[src/hw/gjdw_pkg.sv]
package gjdw_pkg;

  //////////////////////////////////////////////////////////////////////////////
  // Register bus shape.
  localparam int REG_W = 8;
  localparam int ADDR_W = 16;

  typedef struct packed {
    logic [ADDR_W-1:0] addr;
    logic [REG_W-1:0] wdata;
    logic wr;
    logic rd;
  } gjdw_bus_t;

  //////////////////////////////////////////////////////////////////////////////
  // Register offsets.
  localparam logic [ADDR_W-1:0] OFF_DATA = 16'h0300;
  localparam logic [ADDR_W-1:0] OFF_DIR = 16'h0301;
  localparam logic [ADDR_W-1:0] OFF_MASK = 16'h0302;
  localparam logic [ADDR_W-1:0] OFF_STAT = 16'h0303;
  localparam logic [ADDR_W-1:0] OFF_PEND = 16'h0304;
  localparam logic [ADDR_W-1:0] OFF_WAKE = 16'h0305;
  localparam logic [ADDR_W-1:0] OFF_SWWAKE = 16'h0306;
  localparam logic [ADDR_W-1:0] OFF_DEB = 16'h0307;

  //////////////////////////////////////////////////////////////////////////////
  // Field layouts and reset values.
  localparam int SEL_W = 3;
  localparam int MAX_PINS = 8;

  typedef struct packed {
    logic [SEL_W-1:0] sel;
    logic hw_en;
  } gjdw_wake_cfg_t;

  localparam int SWWAKE_BIT = 0;
  localparam int DEB_SHORT_BIT = 0;
  localparam logic [REG_W-1:0] RST_DATA = 8'h00;
  localparam logic [REG_W-1:0] RST_DIR = 8'h00;
  localparam logic [REG_W-1:0] RST_MASK = 8'h00;
  localparam gjdw_wake_cfg_t RST_WAKE = '0;

  //////////////////////////////////////////////////////////////////////////////
  // Timing.
  localparam int CLK_KHZ = 250000;
  localparam int DEB_LONG_MS = 16;
  localparam int DEB_SHORT_MS = 8;
  localparam int DEB_LONG_CYC = DEB_LONG_MS * CLK_KHZ;
  localparam int DEB_SHORT_CYC = DEB_SHORT_MS * CLK_KHZ;

endpackage

[src/hw/gjdw_debounce.sv]
`timescale 1ns/1ns
module gjdw_debounce #(
  parameter int CW = 22
) (
  input wire logic clk_sys, // System clock.
  input wire logic sys_rst, // Synchronous reset, active high.
  input wire logic raw, // Sampled pin level.
  input wire logic [CW-1:0] limit, // Cycles the new level must hold.
  output logic level_q // Filtered level.
);
  import gjdw_pkg::*;

  logic [CW-1:0] cnt_q;

  // A level is accepted only after it has differed for limit cycles in a row.
  always_ff @(posedge clk_sys) begin
    if (sys_rst) begin
      cnt_q <= '0;
      level_q <= '0;
    end else if (raw == level_q) begin
      cnt_q <= '0;
    end else if (cnt_q >= limit - CW'(1)) begin
      cnt_q <= '0;
      level_q <= raw;
    end else begin
      cnt_q <= cnt_q + CW'(1);
    end
  end

  property p_deb_follow;
    @(posedge clk_sys) disable iff (sys_rst)
      $changed(level_q) |-> ($past(raw) == level_q) && ($past(cnt_q) >= $past(limit) - CW'(1));
  endproperty
  a_deb_follow: assert property (p_deb_follow) else $error("filtered level moved early");

endmodule

[src/hw/gjdw_gpio.sv]
// The implementer's own choice: the strobed register port.
`timescale 1ns/1ns
module gjdw_gpio #(
  parameter int NPINS = 8,
  parameter int DEB_LONG_CYC = gjdw_pkg::DEB_LONG_CYC,
  parameter int DEB_SHORT_CYC = gjdw_pkg::DEB_SHORT_CYC,
  parameter bit WAKE_CAPABLE = 1'b1
) (
  input wire logic clk_sys, // System clock, 250 MHz.
  input wire logic sys_rst, // Synchronous reset, active high.
  input wire gjdw_pkg::gjdw_bus_t reg_req, // Register request.
  output logic [gjdw_pkg::REG_W-1:0] reg_rdata, // Read data, cycle after read.
  input wire logic [NPINS-1:0] gpio_in, // Pad levels.
  output logic [NPINS-1:0] gpio_out, // Pad output values.
  output logic [NPINS-1:0] gpio_oe_n, // Pad drive enables, low drives.
  input wire logic usb_suspended, // Link is in suspend.
  input wire logic host_wake_en, // Host enabled remote wakeup.
  output logic remote_wake, // One-cycle wakeup request pulse.
  output logic wake_capable, // Capability flag for the descriptor.
  output logic irq // Level interrupt to the controller.
);
  import gjdw_pkg::*;

  localparam int CW = $clog2(DEB_LONG_CYC + 1);

  //////////////////////////////////////////////////////////////////////////////
  // Parameter checks.

  if (NPINS < 1 || NPINS > MAX_PINS) begin : g_bad_pins
    $error("NPINS must lie between 1 and 8");
  end
  if (DEB_SHORT_CYC < 1 || DEB_SHORT_CYC > DEB_LONG_CYC) begin : g_bad_deb
    $error("debounce counts must satisfy 1 <= short <= long");
  end

  //////////////////////////////////////////////////////////////////////////////
  // Decode.

  function automatic logic hit(input logic [ADDR_W-1:0] a, input logic [ADDR_W-1:0] off);
    hit = (a == off);
  endfunction

  logic wr_data, wr_dir, wr_mask, wr_stat, wr_wake, wr_sw, wr_deb;
  logic rd_data;

  assign wr_data = reg_req.wr && hit(reg_req.addr, OFF_DATA);
  assign wr_dir = reg_req.wr && hit(reg_req.addr, OFF_DIR);
  assign wr_mask = reg_req.wr && hit(reg_req.addr, OFF_MASK);
  assign wr_stat = reg_req.wr && hit(reg_req.addr, OFF_STAT);
  assign wr_wake = reg_req.wr && hit(reg_req.addr, OFF_WAKE);
  assign wr_sw = reg_req.wr && hit(reg_req.addr, OFF_SWWAKE);
  assign wr_deb = reg_req.wr && hit(reg_req.addr, OFF_DEB);
  assign rd_data = reg_req.rd && hit(reg_req.addr, OFF_DATA);

  //////////////////////////////////////////////////////////////////////////////
  // Registers written by software.

  logic [NPINS-1:0] data_q;
  logic [NPINS-1:0] dir_q;
  logic [NPINS-1:0] mask_q;
  gjdw_wake_cfg_t wake_q;
  logic sw_wake_q;
  logic deb_short_q;

  always_ff @(posedge clk_sys) begin
    if (sys_rst) begin
      data_q <= RST_DATA[NPINS-1:0];
    end else if (wr_data) begin
      data_q <= reg_req.wdata[NPINS-1:0];
    end
  end

  always_ff @(posedge clk_sys) begin
    if (sys_rst) begin
      dir_q <= RST_DIR[NPINS-1:0];
    end else if (wr_dir) begin
      dir_q <= reg_req.wdata[NPINS-1:0];
    end
  end

  always_ff @(posedge clk_sys) begin
    if (sys_rst) begin
      mask_q <= RST_MASK[NPINS-1:0];
    end else if (wr_mask) begin
      mask_q <= reg_req.wdata[NPINS-1:0];
    end
  end

  always_ff @(posedge clk_sys) begin
    if (sys_rst) begin
      wake_q <= RST_WAKE;
      sw_wake_q <= '0;
      deb_short_q <= '0;
    end else begin
      if (wr_wake) begin
        wake_q <= gjdw_wake_cfg_t'(reg_req.wdata[$bits(gjdw_wake_cfg_t)-1:0]);
      end
      if (wr_sw) begin
        sw_wake_q <= reg_req.wdata[SWWAKE_BIT];
      end
      if (wr_deb) begin
        deb_short_q <= reg_req.wdata[DEB_SHORT_BIT];
      end
    end
  end

  //////////////////////////////////////////////////////////////////////////////
  // Pads.

  logic [NPINS-1:0] out_q;
  logic [NPINS-1:0] oe_n_q;
  logic [NPINS-1:0] pin_q;

  // Pins come up as inputs so nothing fights an external driver after reset.
  always_ff @(posedge clk_sys) begin
    if (sys_rst) begin
      out_q <= RST_DATA[NPINS-1:0];
      oe_n_q <= '1;
    end else begin
      out_q <= data_q;
      oe_n_q <= ~dir_q;
    end
  end

  always_ff @(posedge clk_sys) begin
    if (sys_rst) begin
      pin_q <= '0;
    end else begin
      pin_q <= gpio_in;
    end
  end

  assign gpio_out = out_q;
  assign gpio_oe_n = oe_n_q;

  //////////////////////////////////////////////////////////////////////////////
  // Change detection with debounce.

  logic [CW-1:0] deb_limit;
  logic [NPINS-1:0] deb_lvl;
  logic [NPINS-1:0] deb_prev_q;
  logic [NPINS-1:0] chg;

  assign deb_limit = deb_short_q ? CW'(DEB_SHORT_CYC) : CW'(DEB_LONG_CYC);

  for (genvar i = 0; i < NPINS; i++) begin : g_deb
    gjdw_debounce #(.CW(CW)) u_deb (
      .clk_sys(clk_sys),
      .sys_rst(sys_rst),
      .raw(pin_q[i]),
      .limit(deb_limit),
      .level_q(deb_lvl[i])
    );
  end

  always_ff @(posedge clk_sys) begin
    if (sys_rst) begin
      deb_prev_q <= '0;
    end else begin
      deb_prev_q <= deb_lvl;
    end
  end

  // Output pins echo their own drive on the pad, so only inputs report changes.
  assign chg = (deb_lvl ^ deb_prev_q) & ~dir_q;

  //////////////////////////////////////////////////////////////////////////////
  // Interrupt status, pending changes and the interrupt line.

  logic [NPINS-1:0] stat_q;
  logic [NPINS-1:0] pend_q;
  logic irq_q;

  // A change in the same cycle as a clear wins, so no edge is dropped.
  always_ff @(posedge clk_sys) begin
    if (sys_rst) begin
      stat_q <= '0;
    end else begin
      stat_q <= (stat_q & ~(wr_stat ? reg_req.wdata[NPINS-1:0] : '0)) | chg;
    end
  end

  always_ff @(posedge clk_sys) begin
    if (sys_rst) begin
      pend_q <= '0;
    end else begin
      pend_q <= (rd_data ? '0 : pend_q) | chg;
    end
  end

  always_ff @(posedge clk_sys) begin
    if (sys_rst) begin
      irq_q <= '0;
    end else begin
      irq_q <= |(stat_q & mask_q);
    end
  end

  assign irq = irq_q;

  //////////////////////////////////////////////////////////////////////////////
  // Remote wakeup.

  logic wake_src;
  logic wake_src_q;
  logic wake_rise;
  logic wake_out_q;
  logic cap_q;

  // A select beyond the pin count reads low and can never raise a wakeup.
  assign wake_src = wake_q.hw_en ?
    ((int'(wake_q.sel) < NPINS) ? pin_q[wake_q.sel] : 1'b0) : sw_wake_q;
  assign wake_rise = wake_src && !wake_src_q;

  always_ff @(posedge clk_sys) begin
    if (sys_rst) begin
      wake_src_q <= '0;
    end else begin
      wake_src_q <= wake_src;
    end
  end

  // Edges outside suspend are dropped, not saved for later.
  always_ff @(posedge clk_sys) begin
    if (sys_rst) begin
      wake_out_q <= '0;
    end else begin
      wake_out_q <= wake_rise && usb_suspended && host_wake_en;
    end
  end

  always_ff @(posedge clk_sys) begin
    if (sys_rst) begin
      cap_q <= '0;
    end else begin
      cap_q <= WAKE_CAPABLE;
    end
  end

  assign remote_wake = wake_out_q;
  assign wake_capable = cap_q;

  //////////////////////////////////////////////////////////////////////////////
  // Read port.

  logic [REG_W-1:0] rdata_q;
  logic [REG_W-1:0] rd_d;

  always_comb begin
    rd_d = '0;
    if (reg_req.rd) begin
      case (reg_req.addr)
        OFF_DATA: rd_d = REG_W'(pin_q);
        OFF_DIR: rd_d = REG_W'(dir_q);
        OFF_MASK: rd_d = REG_W'(mask_q);
        OFF_STAT: rd_d = REG_W'(stat_q);
        OFF_PEND: rd_d = REG_W'(pend_q);
        OFF_WAKE: rd_d = REG_W'(wake_q);
        OFF_SWWAKE: rd_d = REG_W'(sw_wake_q);
        OFF_DEB: rd_d = REG_W'(deb_short_q);
        default: rd_d = '0;
      endcase
    end
  end

  always_ff @(posedge clk_sys) begin
    if (sys_rst) begin
      rdata_q <= '0;
    end else begin
      rdata_q <= rd_d;
    end
  end

  assign reg_rdata = rdata_q;

  //////////////////////////////////////////////////////////////////////////////
  // Checks.

  property p_dir_to_pad;
    @(posedge clk_sys) disable iff (sys_rst)
      wr_dir |-> ##2 (gpio_oe_n == ~$past(reg_req.wdata[NPINS-1:0], 2));
  endproperty
  a_dir_to_pad: assert property (p_dir_to_pad) else $error("direction write not on pads");

  property p_data_to_pad;
    @(posedge clk_sys) disable iff (sys_rst)
      wr_data |-> ##2 (gpio_out == $past(reg_req.wdata[NPINS-1:0], 2));
  endproperty
  a_data_to_pad: assert property (p_data_to_pad) else $error("data write not on pads");

  property p_chg_sets_stat;
    @(posedge clk_sys) disable iff (sys_rst)
      (|chg) |=> ((stat_q & $past(chg)) == $past(chg)) && ((pend_q & $past(chg)) == $past(chg));
  endproperty
  a_chg_sets_stat: assert property (p_chg_sets_stat) else $error("change lost");

  property p_mask_blocks;
    @(posedge clk_sys) disable iff (sys_rst)
      ((mask_q == '0) [*2]) |-> !irq;
  endproperty
  a_mask_blocks: assert property (p_mask_blocks) else $error("masked interrupt reached line");

  property p_unmasked_irq;
    @(posedge clk_sys) disable iff (sys_rst)
      (|(stat_q & mask_q)) |=> irq;
  endproperty
  a_unmasked_irq: assert property (p_unmasked_irq) else $error("interrupt missing");

  property p_data_read;
    @(posedge clk_sys) disable iff (sys_rst)
      rd_data |=> (reg_rdata == REG_W'($past(pin_q)));
  endproperty
  a_data_read: assert property (p_data_read) else $error("data read not pin state");

  property p_pend_hold;
    @(posedge clk_sys) disable iff (sys_rst)
      !rd_data |=> ((pend_q & $past(pend_q)) == $past(pend_q));
  endproperty
  a_pend_hold: assert property (p_pend_hold) else $error("pending change dropped");

  property p_pend_clear;
    @(posedge clk_sys) disable iff (sys_rst)
      (rd_data && chg == '0) |=> (pend_q == '0);
  endproperty
  a_pend_clear: assert property (p_pend_clear) else $error("pending not cleared by read");

  property p_wake_rise;
    @(posedge clk_sys) disable iff (sys_rst)
      (wake_src && !wake_src_q && usb_suspended && host_wake_en) |=> remote_wake ##1 !remote_wake;
  endproperty
  a_wake_rise: assert property (p_wake_rise) else $error("wakeup edge missed");

  property p_wake_gate;
    @(posedge clk_sys) disable iff (sys_rst)
      remote_wake |-> $past(usb_suspended) && $past(host_wake_en) && $past(wake_src);
  endproperty
  a_wake_gate: assert property (p_wake_gate) else $error("wakeup while not allowed");

  property p_sw_wake;
    @(posedge clk_sys) disable iff (sys_rst)
      (!wake_q.hw_en && !sw_wake_q && wr_sw && reg_req.wdata[SWWAKE_BIT] && !wr_wake)
        ##1 (usb_suspended && host_wake_en) |=> remote_wake;
  endproperty
  a_sw_wake: assert property (p_sw_wake) else $error("software wakeup missed");

  property p_unmapped;
    @(posedge clk_sys) disable iff (sys_rst)
      (reg_req.rd && !(reg_req.addr inside {[OFF_DATA:OFF_DEB]})) |=> (reg_rdata == '0);
  endproperty
  a_unmapped: assert property (p_unmapped) else $error("unmapped read not zero");

endmodule

[config.mk]
export PLATFORM = sky130hd
export DESIGN_NAME = gjdw_gpio
export DESIGN_NICKNAME = d
export VERILOG_FILES = /design/src/hw/gjdw_pkg.sv /design/src/hw/gjdw_debounce.sv /design/src/hw/gjdw_gpio.sv
export SDC_FILE = /design/constraint.sdc
export NUM_CORES = 1
export LEC_CHECK = 0
export ABC_CLOCK_PERIOD_IN_PS = 3550
export BUFFER_PORTS_ARGS = -buffer_cell sky130_fd_sc_hd__buf_2
export CORE_ASPECT_RATIO = 0.9
export CORE_UTILIZATION = 53
export DETAILED_ROUTE_END_ITERATION = 6
export GPL_TIMING_DRIVEN = 0
export PLACE_DENSITY_LB_ADDON = 0.12
export SLEW_MARGIN = 20
export SYNTH_ARGS = -nofsm -noshare
export SYNTH_HDL_FRONTEND = slang
export SYNTH_SLANG_ARGS = --single-unit
[constraint.sdc]
create_clock -name clk_sys -period 3.55 [get_ports clk_sys]
set_input_delay 0.8875 -clock clk_sys [delete_from_list [all_inputs] [get_ports clk_sys]]
set_output_delay 0.8875 -clock clk_sys [all_outputs]
set_load 0.02 [all_outputs]
==> results.md, run 1 <==
* Status: completed
* Power per standard cell area at 436 mW/mm²
* Crit-path max FO at 24
* Longest Clk Path Bufs at 3
* Post-Syn Area at 0.0125 mm²
* Post-CTS Hold Fix Bufs at 0
* WL met1 at 13.5 mm
* Critical path capture point type: register
* Antenna violations before repair at 0
* FFs w/ async S/R, synth at 0
* Final ANT Viol Nets at 0
* DRC Markers at 0
* CP max stage delay at 0.59 ns
* Global route total overflow at 0
* Crit path max-delay cell type: dfxtp_2
* Final cell count without fillers at around 1,800
* Placed Cells at 1,745
* DP HPWL at 18.5 mm
* CTS buffer count at 28
* Pin count of the biggest net entering global routing at 25
* Register area share after synthesis at 0.438
* Row cnt at 52
* Setup TNS at 0 ns
* Final setup fails at 0
* Ports at 65
* Max-cap violations at 0
* I/O Buffers at between 60 and 70
* Endpoints failing hold at 0
* Detailed-route vias per instance at 5.34
* Synth top area cells: dfxtp_1 44%, nor2_1 7.6%, xor2_1 6.5%
* Placer congestion estimate at roughly 0.83
* IR drop worst, VDD at between 400 and 500 µV
* Die Area at ~0.024 mm²
* Max layer used: met4
* Met3 wire len at ~1.0 mm
* Final Critical Period at 3.17 ns
* Avg Cell Area, Syn at 9.03 µm²
* Worst setup margin at between 0.3 and 0.4 ns
* GRT Util Overall at 0.225
* Ys Warns at 0
* Arr. time, crit path at approximately 3.6 ns
* Clk sink count at about 270
* Die Height at 148 µm
* Synth Register Bits at ~270
* Synth cell types at 50
* Unrepaired setup endpoints after global routing: no
* Max-slew violation count at 0
* First-pass GRT wire length at approximately 44 mm
* Critical Path RT at roughly 4.0 ns
* Nets at around 1,600
* Worst setup SP type: register
* Crit path buf inv count at 3
* Met2 routed WL at between 10 and 15 mm
* Synth top area share at 0.438
* Final Cycle Share at 0.893
* Synthesis-to-layout area growth at 12.8%
* Post-synth EDFFs at 0
* # resized after CTS at 0
* Syn nets at about 1,500
* Number of global-route vias before repair at just under 9,000
* Final Skew at approximately 0.016 ns
* Crit path kind: reg2reg
* Hold WC Path Type: reg2reg
* Initial core utilization at 0.548
* First DRT Iteration DRCs at 481
* Avg WL per Cell at roughly 15 µm
* Worst Tran Pin Value at about 0.80 ns
* Drt pass-1 iters at 5
* Post-CTS setup repair buffer count at 0
* F_max at ~320 MHz
* # diodes at 0
* H-Tree Level Count at 1
* Top_reg_cell synth: dfxtp_1
* Root buf cell: clkbuf_16
* Cells after Synth at between 1,000 and 1,500
* Place WS at a little over 0.4 ns
* Max_slew headroom at 0.460
* Core Area at roughly 0.023 mm²
* CP top delay family: compound AO/OA/AOI/OAI gates
* DR vias at around 9,600
* Share of layout cells above drive strength 1 at 0.0916
* Lkg Pwr at between 5 and 6 nW
* Most area-hungry cell type in the Yosys netlist: dfxtp_1
* Clock-pin transition on the worst setup and hold timing paths at 0.06 ns
* Chip width at between 150 and 200 µm
* Final WL at approximately 26 mm
* CP cell instances: buf_12 > inv_2 > ha_1 > a21oi_1 > o21ai_0 > a221oi_1 > o211ai_1 > clkbuf_1 > nor2_1
* Clock latency on the worst-skew pair at around 0.55 ns
* CTS tree: done
## stage by stage
step / cell area (µm²) / util / hold WS, ns / total power [mW]
after floorplan: 12500 / - / 0.372 / 3.26
after global placement: 13200 / 0.578 / 0.382 / 3.33
after detailed placement: 13200 / 0.579 / 0.385 / 3.34
after CTS: 14100 / 0.618 / 0.391 / 6.23
after global routing: 14100 / 0.618 / 0.394 / 6.36
final: 14100 / 0.618 / 0.387 / 6.15
## worst paths after layout
path	start	to	slack (ns)	depth (start not counted)
hold / removal	wake_src_q	remote_wake	0.39	1
setup / recovery	deb_short_q	g_deb[7].u_deb.cnt_q[5]	0.38	9
hold reg to reg	wake_src_q	remote_wake	0.39	1
setup reg to reg	deb_short_q	g_deb[7].u_deb.cnt_q[5]	0.38	9
## kinds of logic after synthesis
kind of cell,synth area share
AO/OA/AOI/OAI,0.0490
XOR/XNOR,0.123
adder cells (fa/ha/maj),0.0640
buffers and inverters,0.0260
flip-flops,0.438
multiplexers,0.0552
AND/OR/NAND/NOR,0.245
## routing by layer
| metal | vias up | track usage |
|---|---|---|
| li1 | 4933 | - |
| met1 | 4453 | 0.321 |
| met2 | 145 | 0.357 |
| met3 | 35 | 0.0311 |
| met4 | 0 | 0.0542 |
| met5 | - | 0 |
## layout by cell type, fill, tap and decap left out, types with 5 or more instances in the layout
| cell type | instances |
|---|---|
| a21oi_1 | 42 |
| a221oi_1 | 5 |
| a22oi_1 | 5 |
| and2_1 | 6 |
| and3_1 | 23 |
| and4_1 | 12 |
| buf_1 | 5 |
| buf_2 | 67 |
| clkbuf_1 | 38 |
| clkbuf_16 | 29 |
| clkbuf_8 | 7 |
| clkinv_2 | 5 |
| dfxtp_1 | 273 |
| ha_1 | 64 |
| inv_1 | 42 |
| mux2i_1 | 42 |
| mux4_2 | 11 |
| nand2_1 | 94 |
| nand2b_1 | 15 |
| nand3_1 | 68 |
| nand4_1 | 38 |
| nor2_1 | 253 |
| nor2b_1 | 27 |
| nor3_1 | 47 |
| nor3b_1 | 6 |
| nor4_1 | 21 |
| o21ai_0 | 26 |
| o311ai_0 | 5 |
| or3_1 | 6 |
| xnor2_1 | 82 |
| xor2_1 | 93 |
## state kept, by name, indices dropped and copies added (netlist names)
name                 count
data_q                   8
wake_capable             1
sw_wake_q                1
gpio_oe_n                8
wake_q                   4
g_deb.u_deb.level_q      8
stat_q                   8
gpio_out                 8
wake_src_q               1
deb_short_q              1
g_deb.u_deb.cnt_q      176
irq                      1
reg_rdata                8
mask_q                   8
pin_q                    8
deb_prev_q               8
dir_q                    8
remote_wake              1
pend_q                   8
## power by group
group / internal [mW] / switching, mW / leakage [nW] / total (mW)
registers: 3.09 / 0.0156 / 2.21 / 3.10
logic: 0.0523 / 0.111 / 2.55 / 0.163
clock network: 1.70 / 1.19 / 0.448 / 2.88
total: 4.84 / 1.31 / 5.21 / 6.15
## area by class of cell
class / count / area, µm²
fill: 1983 / 8720
multi-input combinational: 1026 / 6700
sequential: 274 / 5490
clock buffer: 42 / 845
tap: 297 / 372
timing repair buffer: 63 / 330
buffer: 42 / 164
inverter: 43 / 161
clock inverter: 6 / 55.1
## synthesized netlist by cell type, types with 32 or more instances
cell type,count
a21oi_1,42
clkbuf_1,32
nand3_1,68
nand4_1,38
xnor2_1,82
dfxtp_1,274
nor3_1,47
nand2_1,94
mux2i_1,42
xor2_1,93
inv_1,43
nor2_1,253
ha_1,64
(Power assumes the default switching activity.)
==> run 2: changes to the inputs <==
Settings changed: SYNTH_HIERARCHICAL from default to 1.
==> run 2 against run 1 <==
Against the previous run: the flow now finishes with violations (negative setup slack); critical path depth rose by 8; die area increased by 48%; register-to-register slack worse by 0.63 ns; largest cell class unchanged.
==> results.md, run 2 <==
* Status: complete, but fails checks
* R2R Path End: g_deb[7].u_deb/cnt_q[1]
* Reg with most FFs: g_deb.u_deb/cnt_q
* GRT Util Overall at 0.267
* DR vias at between 15,000 and 20,000
* Crit-path max FO at 6
* Cells after Synth at around 2,100
* Max-cap violations at 0
* Leading cell type in the layout, fill and taps excluded: conb_1
* First-pass GRT wire length at ~79 mm
* Worst setup SP type: register
* Failing checks: negative setup slack
* Worst setup margin at -0.256 ns
* Endpoints failing hold at 0
* Top_reg_cell synth: dfxtp_1
* Nets at ~2,900
* Synth top cells by count: 274 x dfxtp_1, 224 x nor3_1, 213 x xnor2_1
* Met2 Use GR at 0.453
* Lkg Pwr at between 9 and 10 nW
* Antenna violations before repair at 7
* Most common cell in the synthesized netlist: dfxtp_1
* Setup TNS at -26.96 ns
* Reg2reg setup slack at -0.26 ns
* Register area share after synthesis at 0.295
* Avg WL per Cell at between 15 and 20 µm
* CTS tree: done
* Placer congestion estimate at ~0.85
* Arr. time, crit path at approximately 4.3 ns
* R2R cell count at 17
* Initial core utilization at 0.542
* Avg Cell Area, Syn at 8.84 µm²
* Ports at 65
* Synth cell types at between 70 and 80
* Synthesis-to-layout area growth at 32.2%
* Number of global-route vias before repair at 16,172
* Crit path kind: reg2reg
* Final ANT Viol Nets at 0
* Longest Clk Path Bufs at 3
* Worst hold stages at 2
* Place WS at -1.40 ns
* Post-Syn Area at roughly 0.019 mm²
* Most area-hungry cell type in the Yosys netlist: dfxtp_1
* HP Start: data_q[3]
* Power per standard cell area at between 200 and 300 mW/mm²
* FFs w/ async S/R, synth at 0
* Row cnt at between 60 and 70
* Routing usage on met3 at 0.0448
* Ys Warns at 6
* Most frequent cells in the layout: 341 x conb_1, 273 x dfxtp_1, 212 x xnor2_1
* Synth top area share at 0.295
* Unrepaired setup endpoints after global routing: yes
* Final Critical Period at approximately 3.8 ns
* Post-synth EDFFs at 0
* Global route total overflow at 0
* Clock-pin transition on the worst setup and hold timing paths at about 0.060 ns
* Critical Path RT at approximately 4.1 ns
* Max-slew violation count at 0
* Clk sink count at 274
* Final WL at around 49 mm
* Grt met1 use at 0.352
* Pin count of the biggest net entering global routing at 30
* Hold WC Path Type: reg2reg
* F_max at 263 MHz
* Root buf cell: clkbuf_16
* Die Area at between 0.03 and 0.04 mm²
* First DRT Iteration DRCs at about 900
* Synth top area cells: dfxtp_1 30%, ha_1 13%, xnor2_1 10%
* I/O Buffers at 63
* Clock latency on the worst-skew pair at about 0.58 ns
* Critical path capture point type: register
* DRC Markers at 0
* Share of layout cells above drive strength 1 at 0.212
* Final Skew at roughly 0.016 ns
* Global route hottest layer: met2
* Core Area at 0.0343 mm²
* Chip width at 199 µm
* Worst Tran Pin Value at approximately 1.2 ns
* Min-Delay Endpoint: gpio_out[3]
* Final setup fails at ~180
* Drt pass-1 iters at 7
* Max reg flops at about 180
* Worst R2R Start: deb_short_q
* Detailed-route vias per instance at between 5 and 6
* Final Cycle Share at 1.07
* CTS buffer count at 31
* H-Tree Level Count at 1
* DP HPWL at 34.1 mm
* Die Height at ~180 µm
* Synth Register Bits at 274
* Max_slew headroom at 0.190
* IR drop worst, VDD at between 300 and 400 µV
-- run 2: changes by cell type after synthesis, moves of 19 or more --
cell,delta
a21o_1,+25
a21oi_1,+46
ha_1,+128
inv_1,+29
nand2_1,+44
nand2b_1,+26
nand3_1,+19
nand4_1,+31
nor2_1,-118
nor3_1,+177
nor4_1,+19
xnor2_1,+131
xor2_1,+20
-- run 2: worst max-delay path by stage --
stage | start | endpoint
floorplan | deb_short_q | g_deb[3].u_deb/cnt_q[14]
global placement | deb_short_q | g_deb[7].u_deb/cnt_q[1]
detailed placement | deb_short_q | g_deb[2].u_deb/cnt_q[1]
CTS | deb_short_q | g_deb[2].u_deb/cnt_q[2]
global route | deb_short_q | g_deb[3].u_deb/cnt_q[2]
finish | deb_short_q | g_deb[7].u_deb/cnt_q[1]
-- run 2: where the power goes --
| part | switching [mW] | internal, mW |
|---|---|---|
| registers | 0.0179 | 3.08 |
| clock network | 1.32 | 2.02 |
| logic | 0.316 | 0.192 |
| total | 1.65 | 5.29 |
-- run 2: timing repair --
action	CTS	global route
setup endpoints to repair	184	184
setup buffers	45	31
pin swaps	56	59
hold buffers	0	0
resized for setup	70	131
gates cloned	15	4
-- run 2: through the flow --
step	util	power (mW)	cells	area (µm²)	hold slack, ns
2_1_floorplan	-	3.50	2443	20700	0.382
3_3_place_gp	0.629	3.59	2968	21600	0.418
3_5_place_dp	0.632	3.60	2973	21700	0.429
4_1_cts	0.689	6.94	3086	23600	0.445
5_1_grt	0.717	7.18	3123	24600	0.463
6_report	0.717	6.95	3127	24600	0.446
-- run 2: area by class of cell --
| class | count | area (µm²) |
|---|---|---|
| fillers | 2653 | 9690 |
| clock buffers | 42 | 887 |
| flip-flops and latches | 274 | 5490 |
| clock inverters | 12 | 165 |
| well taps | 462 | 578 |
| multi-input cells | 2050 | 15300 |
| inverters | 73 | 278 |
| diodes | 6 | 15.0 |
| plain buffers | 46 | 399 |
| repair buffers | 162 | 1510 |
-- run 2: kinds of logic after synthesis --
logic type,Yosys count,synth area share
xor+xnor,326,0.154
simple gates,932,0.289
mux,38,0.0280
buf+inv,119,0.0281
other cells,2,0.000404
flops,274,0.295
fa+ha+maj,192,0.129
compound gates,221,0.0771
-- run 2: routing by layer --
layer,share of wire,up-vias,wire [µm]
met2,0.48,348,23900
met5,0.00059,-,29
met3,0.051,96,2510
met1,0.44,7899,21800
li1,-,8340,-
met4,0.024,4,1160
-- run 2: critical path, stage by stage, from the launching register on --
cell	delay (ns)
dfxtp_4	0.37
buf_16	0.12
clkinvlp_4	0.12
buf_12	0.15
buf_16	0.13
buf_12	0.12
or4_4	0.52
nor3_4	0.21
nand2_2	0.12
nor3b_2	0.19
xnor2_1	0.15
ha_1	0.28
and3_4	0.19
a221oi_2	0.25
o221ai_2	0.14
a211o_4	0.35
buf_8	0.17
nor3_2	0.13
==> run 3: changes to the inputs <==
Settings changed: GPL_ROUTABILITY_DRIVEN from default to 0, RECOVER_POWER from default to 50.
==> run 3 against run 2 <==
Against the previous run: the run still ends with negative setup slack left; critical endpoint unchanged; register-to-register slack is essentially flat; first-iteration DRC count grew 6.3%; maximum frequency hardly changed; worst setup slack improved by 0.00050 ns; total power about the same; global-route usage is the same; largest cell class unchanged; sequential power barely moved; routed wire length about the same; core utilization down 0.055 points; via count barely moved; clock power barely moved; non-clock buffer count stayed put.
==> results.md, run 3 (synthesized netlist as in run 2, its figures left out) <==
* Initial core utilization at 0.542
* Filler Cell Count at 2,659
* Hold WC Path Type: reg2reg
* Final Critical Period at roughly 3.8 ns
* Crit path kind: reg2reg
* Clock-pin transition on the worst setup and hold timing paths at ~0.060 ns
* Power Total at between 6 and 7 mW
* Worst Tran Pin Value at 1.23 ns
* CTS buffer count at 31
* Final setup fails at approximately 180
* Detailed-route vias per instance at about 5.3
* Final WL at approximately 49 mm
* Critical Path RT at about 4 ns
* DRC Markers at 0
* Internal at around 5.3 mW
* Worst setup SP type: register
* Unrepaired setup endpoints after global routing: yes
* Max_slew headroom at 0.182
* Worst R2R Start: deb_short_q
* Reg with most FFs: g_deb.u_deb/cnt_q
* Chip width at 199 µm
* Status: complete, but fails checks
* Max reg flops at 176
* Gate power share at 0.073
* Leading cell type in the layout, fill and taps excluded: conb_1
* Endpoints failing hold at 0
* Longest Clk Path Bufs at 3
* First-pass GRT wire length at slightly below 80 mm
* Antenna violations before repair at 7
* Max-cap violations at 0
* IR drop worst, VDD at between 300 and 400 µV
* Clock share of power at 0.480
* HP Start: data_q[3]
* CTS tree: done
* Clock latency on the worst-skew pair at just under 0.6 ns
* Root buf cell: clkbuf_16
* Max-slew violation count at 0
* H-Tree Level Count at 1
* Switching share of power at 0.237
* Final Skew at approximately 0.016 ns
* Crit-path max FO at 6
* Die Area at about 0.036 mm²
* Psw at 1.65 mW
* Critical path capture point type: register
* Number of global-route vias before repair at approximately 16,000
* Min-Delay Endpoint: gpio_out[3]
* DR vias at ~17,000
* Row cnt at 64
* Most frequent cells in the layout: 341 x conb_1, 273 x dfxtp_1, 212 x xnor2_1
* Drt pass-1 iters at 5
* Die Height at 180 µm
* Final Cell Area at approximately 0.025 mm²
* Nets at between 2,000 and 3,000
* Share of layout cells above drive strength 1 at 0.207
* Clk sink count at 274
* Ports at between 60 and 70
* R2R Path End: g_deb[7].u_deb/cnt_q[1]
* Synthesis-to-layout area growth at 32.1%
* Post-CTS Hold Fix Bufs at 0
* I/O Buffers at 63
* Global route total overflow at 0
* First DRT Iteration DRCs at around 950
* DP HPWL at ~34 mm
* Worst setup margin at -0.256 ns
* Pin count of the biggest net entering global routing at 30
* Avg WL per Cell at between 15 and 20 µm
* F_max at about 260 MHz
* Core Area at approximately 0.034 mm²
* GRT Util Overall at 0.267
* Failing checks: negative setup slack
* Lkg Pwr at ~9.7 nW
* Worst hold stages at 2
* Seq pwr share at 0.447
* Arr. time, crit path at approximately 4.3 ns
* R2R cell count at 17
* Area post-placement at between 0.02 and 0.025 mm²
* Final Cycle Share at 1.07
* Reg2reg setup slack at -0.26 ns
* Final ANT Viol Nets at 0
* Power per standard cell area at 283 mW/mm²
[run 3: cell count changes in the layout (fill, tap and decap cells not counted)]
cell / previous run / this run
buf_2: 66 / 53
clkbuf_1: 25 / 38
diode_2: 6 / 5
[run 3: timing repair]
action / 4_1_cts / 5_1_grt
cloned: 15 / 4
pin swaps: 56 / 59
buffers inserted: 45 / 31
endpoints found under the hold margin: 0 / 0
endpoints found under the setup margin: 184 / 184
resized for setup: 70 / 131
[run 3: area by class of cell]
| cell class | count | area [µm²] | share of cell area |
|---|---|---|---|
| Sequential cell | 274 | 5490 | 0.223 |
| Timing Repair Buffer | 162 | 1500 | 0.0609 |
| Multi-Input combinational cell | 2050 | 15300 | 0.621 |
| Clock buffer | 42 | 887 | 0.0361 |
| Clock inverter | 12 | 165 | 0.00672 |
| Inverter | 73 | 278 | 0.0113 |
| Antenna cell | 5 | 12.5 | 0.000509 |
| Tap cell | 462 | 578 | 0.0235 |
| Buffer | 46 | 399 | 0.0162 |
[run 3: power groups by stage]
| stage | Combinational [mW] | Clock (mW) | Sequential [mW] |
|---|---|---|---|
| floorplan | 0.333 | 0 | 3.16 |
| global placement | 0.421 | 0 | 3.17 |
| detailed placement | 0.432 | 0 | 3.17 |
| CTS | 0.449 | 3.39 | 3.10 |
| global route | 0.573 | 3.51 | 3.10 |
| finish | 0.507 | 3.33 | 3.10 |
[run 3: metrics by stage]
stage	std cells	worst slack [ns]	utilization	hold slack [ns]	TNS, ns
4_1_cts	3086	-0.233	0.689	0.445	-19.08
3_5_place_dp	2973	-1.40	0.632	0.429	-205.04
2_1_floorplan	2443	-1.52	-	0.382	-213.98
3_3_place_gp	2968	-3.66	0.629	0.418	-643.72
5_1_grt	3123	-0.412	0.717	0.463	-57.22
6_report	3126	-0.256	0.717	0.445	-26.28
[run 3: per-layer routing]
layer  part of all wire  vias to the layer above  global-route usage  wire length [µm]
met4              0.024                        4              0.0638              1170
met2               0.48                      343               0.453             23900
met1               0.44                     7903               0.352             21900
met3              0.048                       94              0.0448              2380
li1                   -                     8333                   -                 -
met5            0.00059                        -             0.00274                29
[run 3: worst max path at each step]
stage           startpoint                        to  slack (ns)  cells after the start
2_1_floorplan  deb_short_q  g_deb[3].u_deb/cnt_q[14]       -1.52                     10
5_1_grt        deb_short_q   g_deb[3].u_deb/cnt_q[2]       -0.41                     18
3_3_place_gp   deb_short_q   g_deb[7].u_deb/cnt_q[1]       -3.66                     13
3_5_place_dp   deb_short_q   g_deb[2].u_deb/cnt_q[1]       -1.40                     16
4_1_cts        deb_short_q   g_deb[2].u_deb/cnt_q[2]       -0.23                     17
6_report       deb_short_q   g_deb[7].u_deb/cnt_q[1]       -0.26                     17
[run 3: critical path, stage by stage (launching register included)]
cell and delay (ns):
dfxtp_4 0.37, buf_16 0.12, clkinvlp_4 0.12, buf_12 0.15, buf_16 0.13, buf_12 0.12
or4_4 0.52, nor3_4 0.21, nand2_2 0.12, nor3b_2 0.19, xnor2_1 0.15, ha_1 0.28
and3_4 0.19, a221oi_2 0.25, o221ai_2 0.14, a211o_4 0.35, buf_8 0.17, nor3_2 0.13
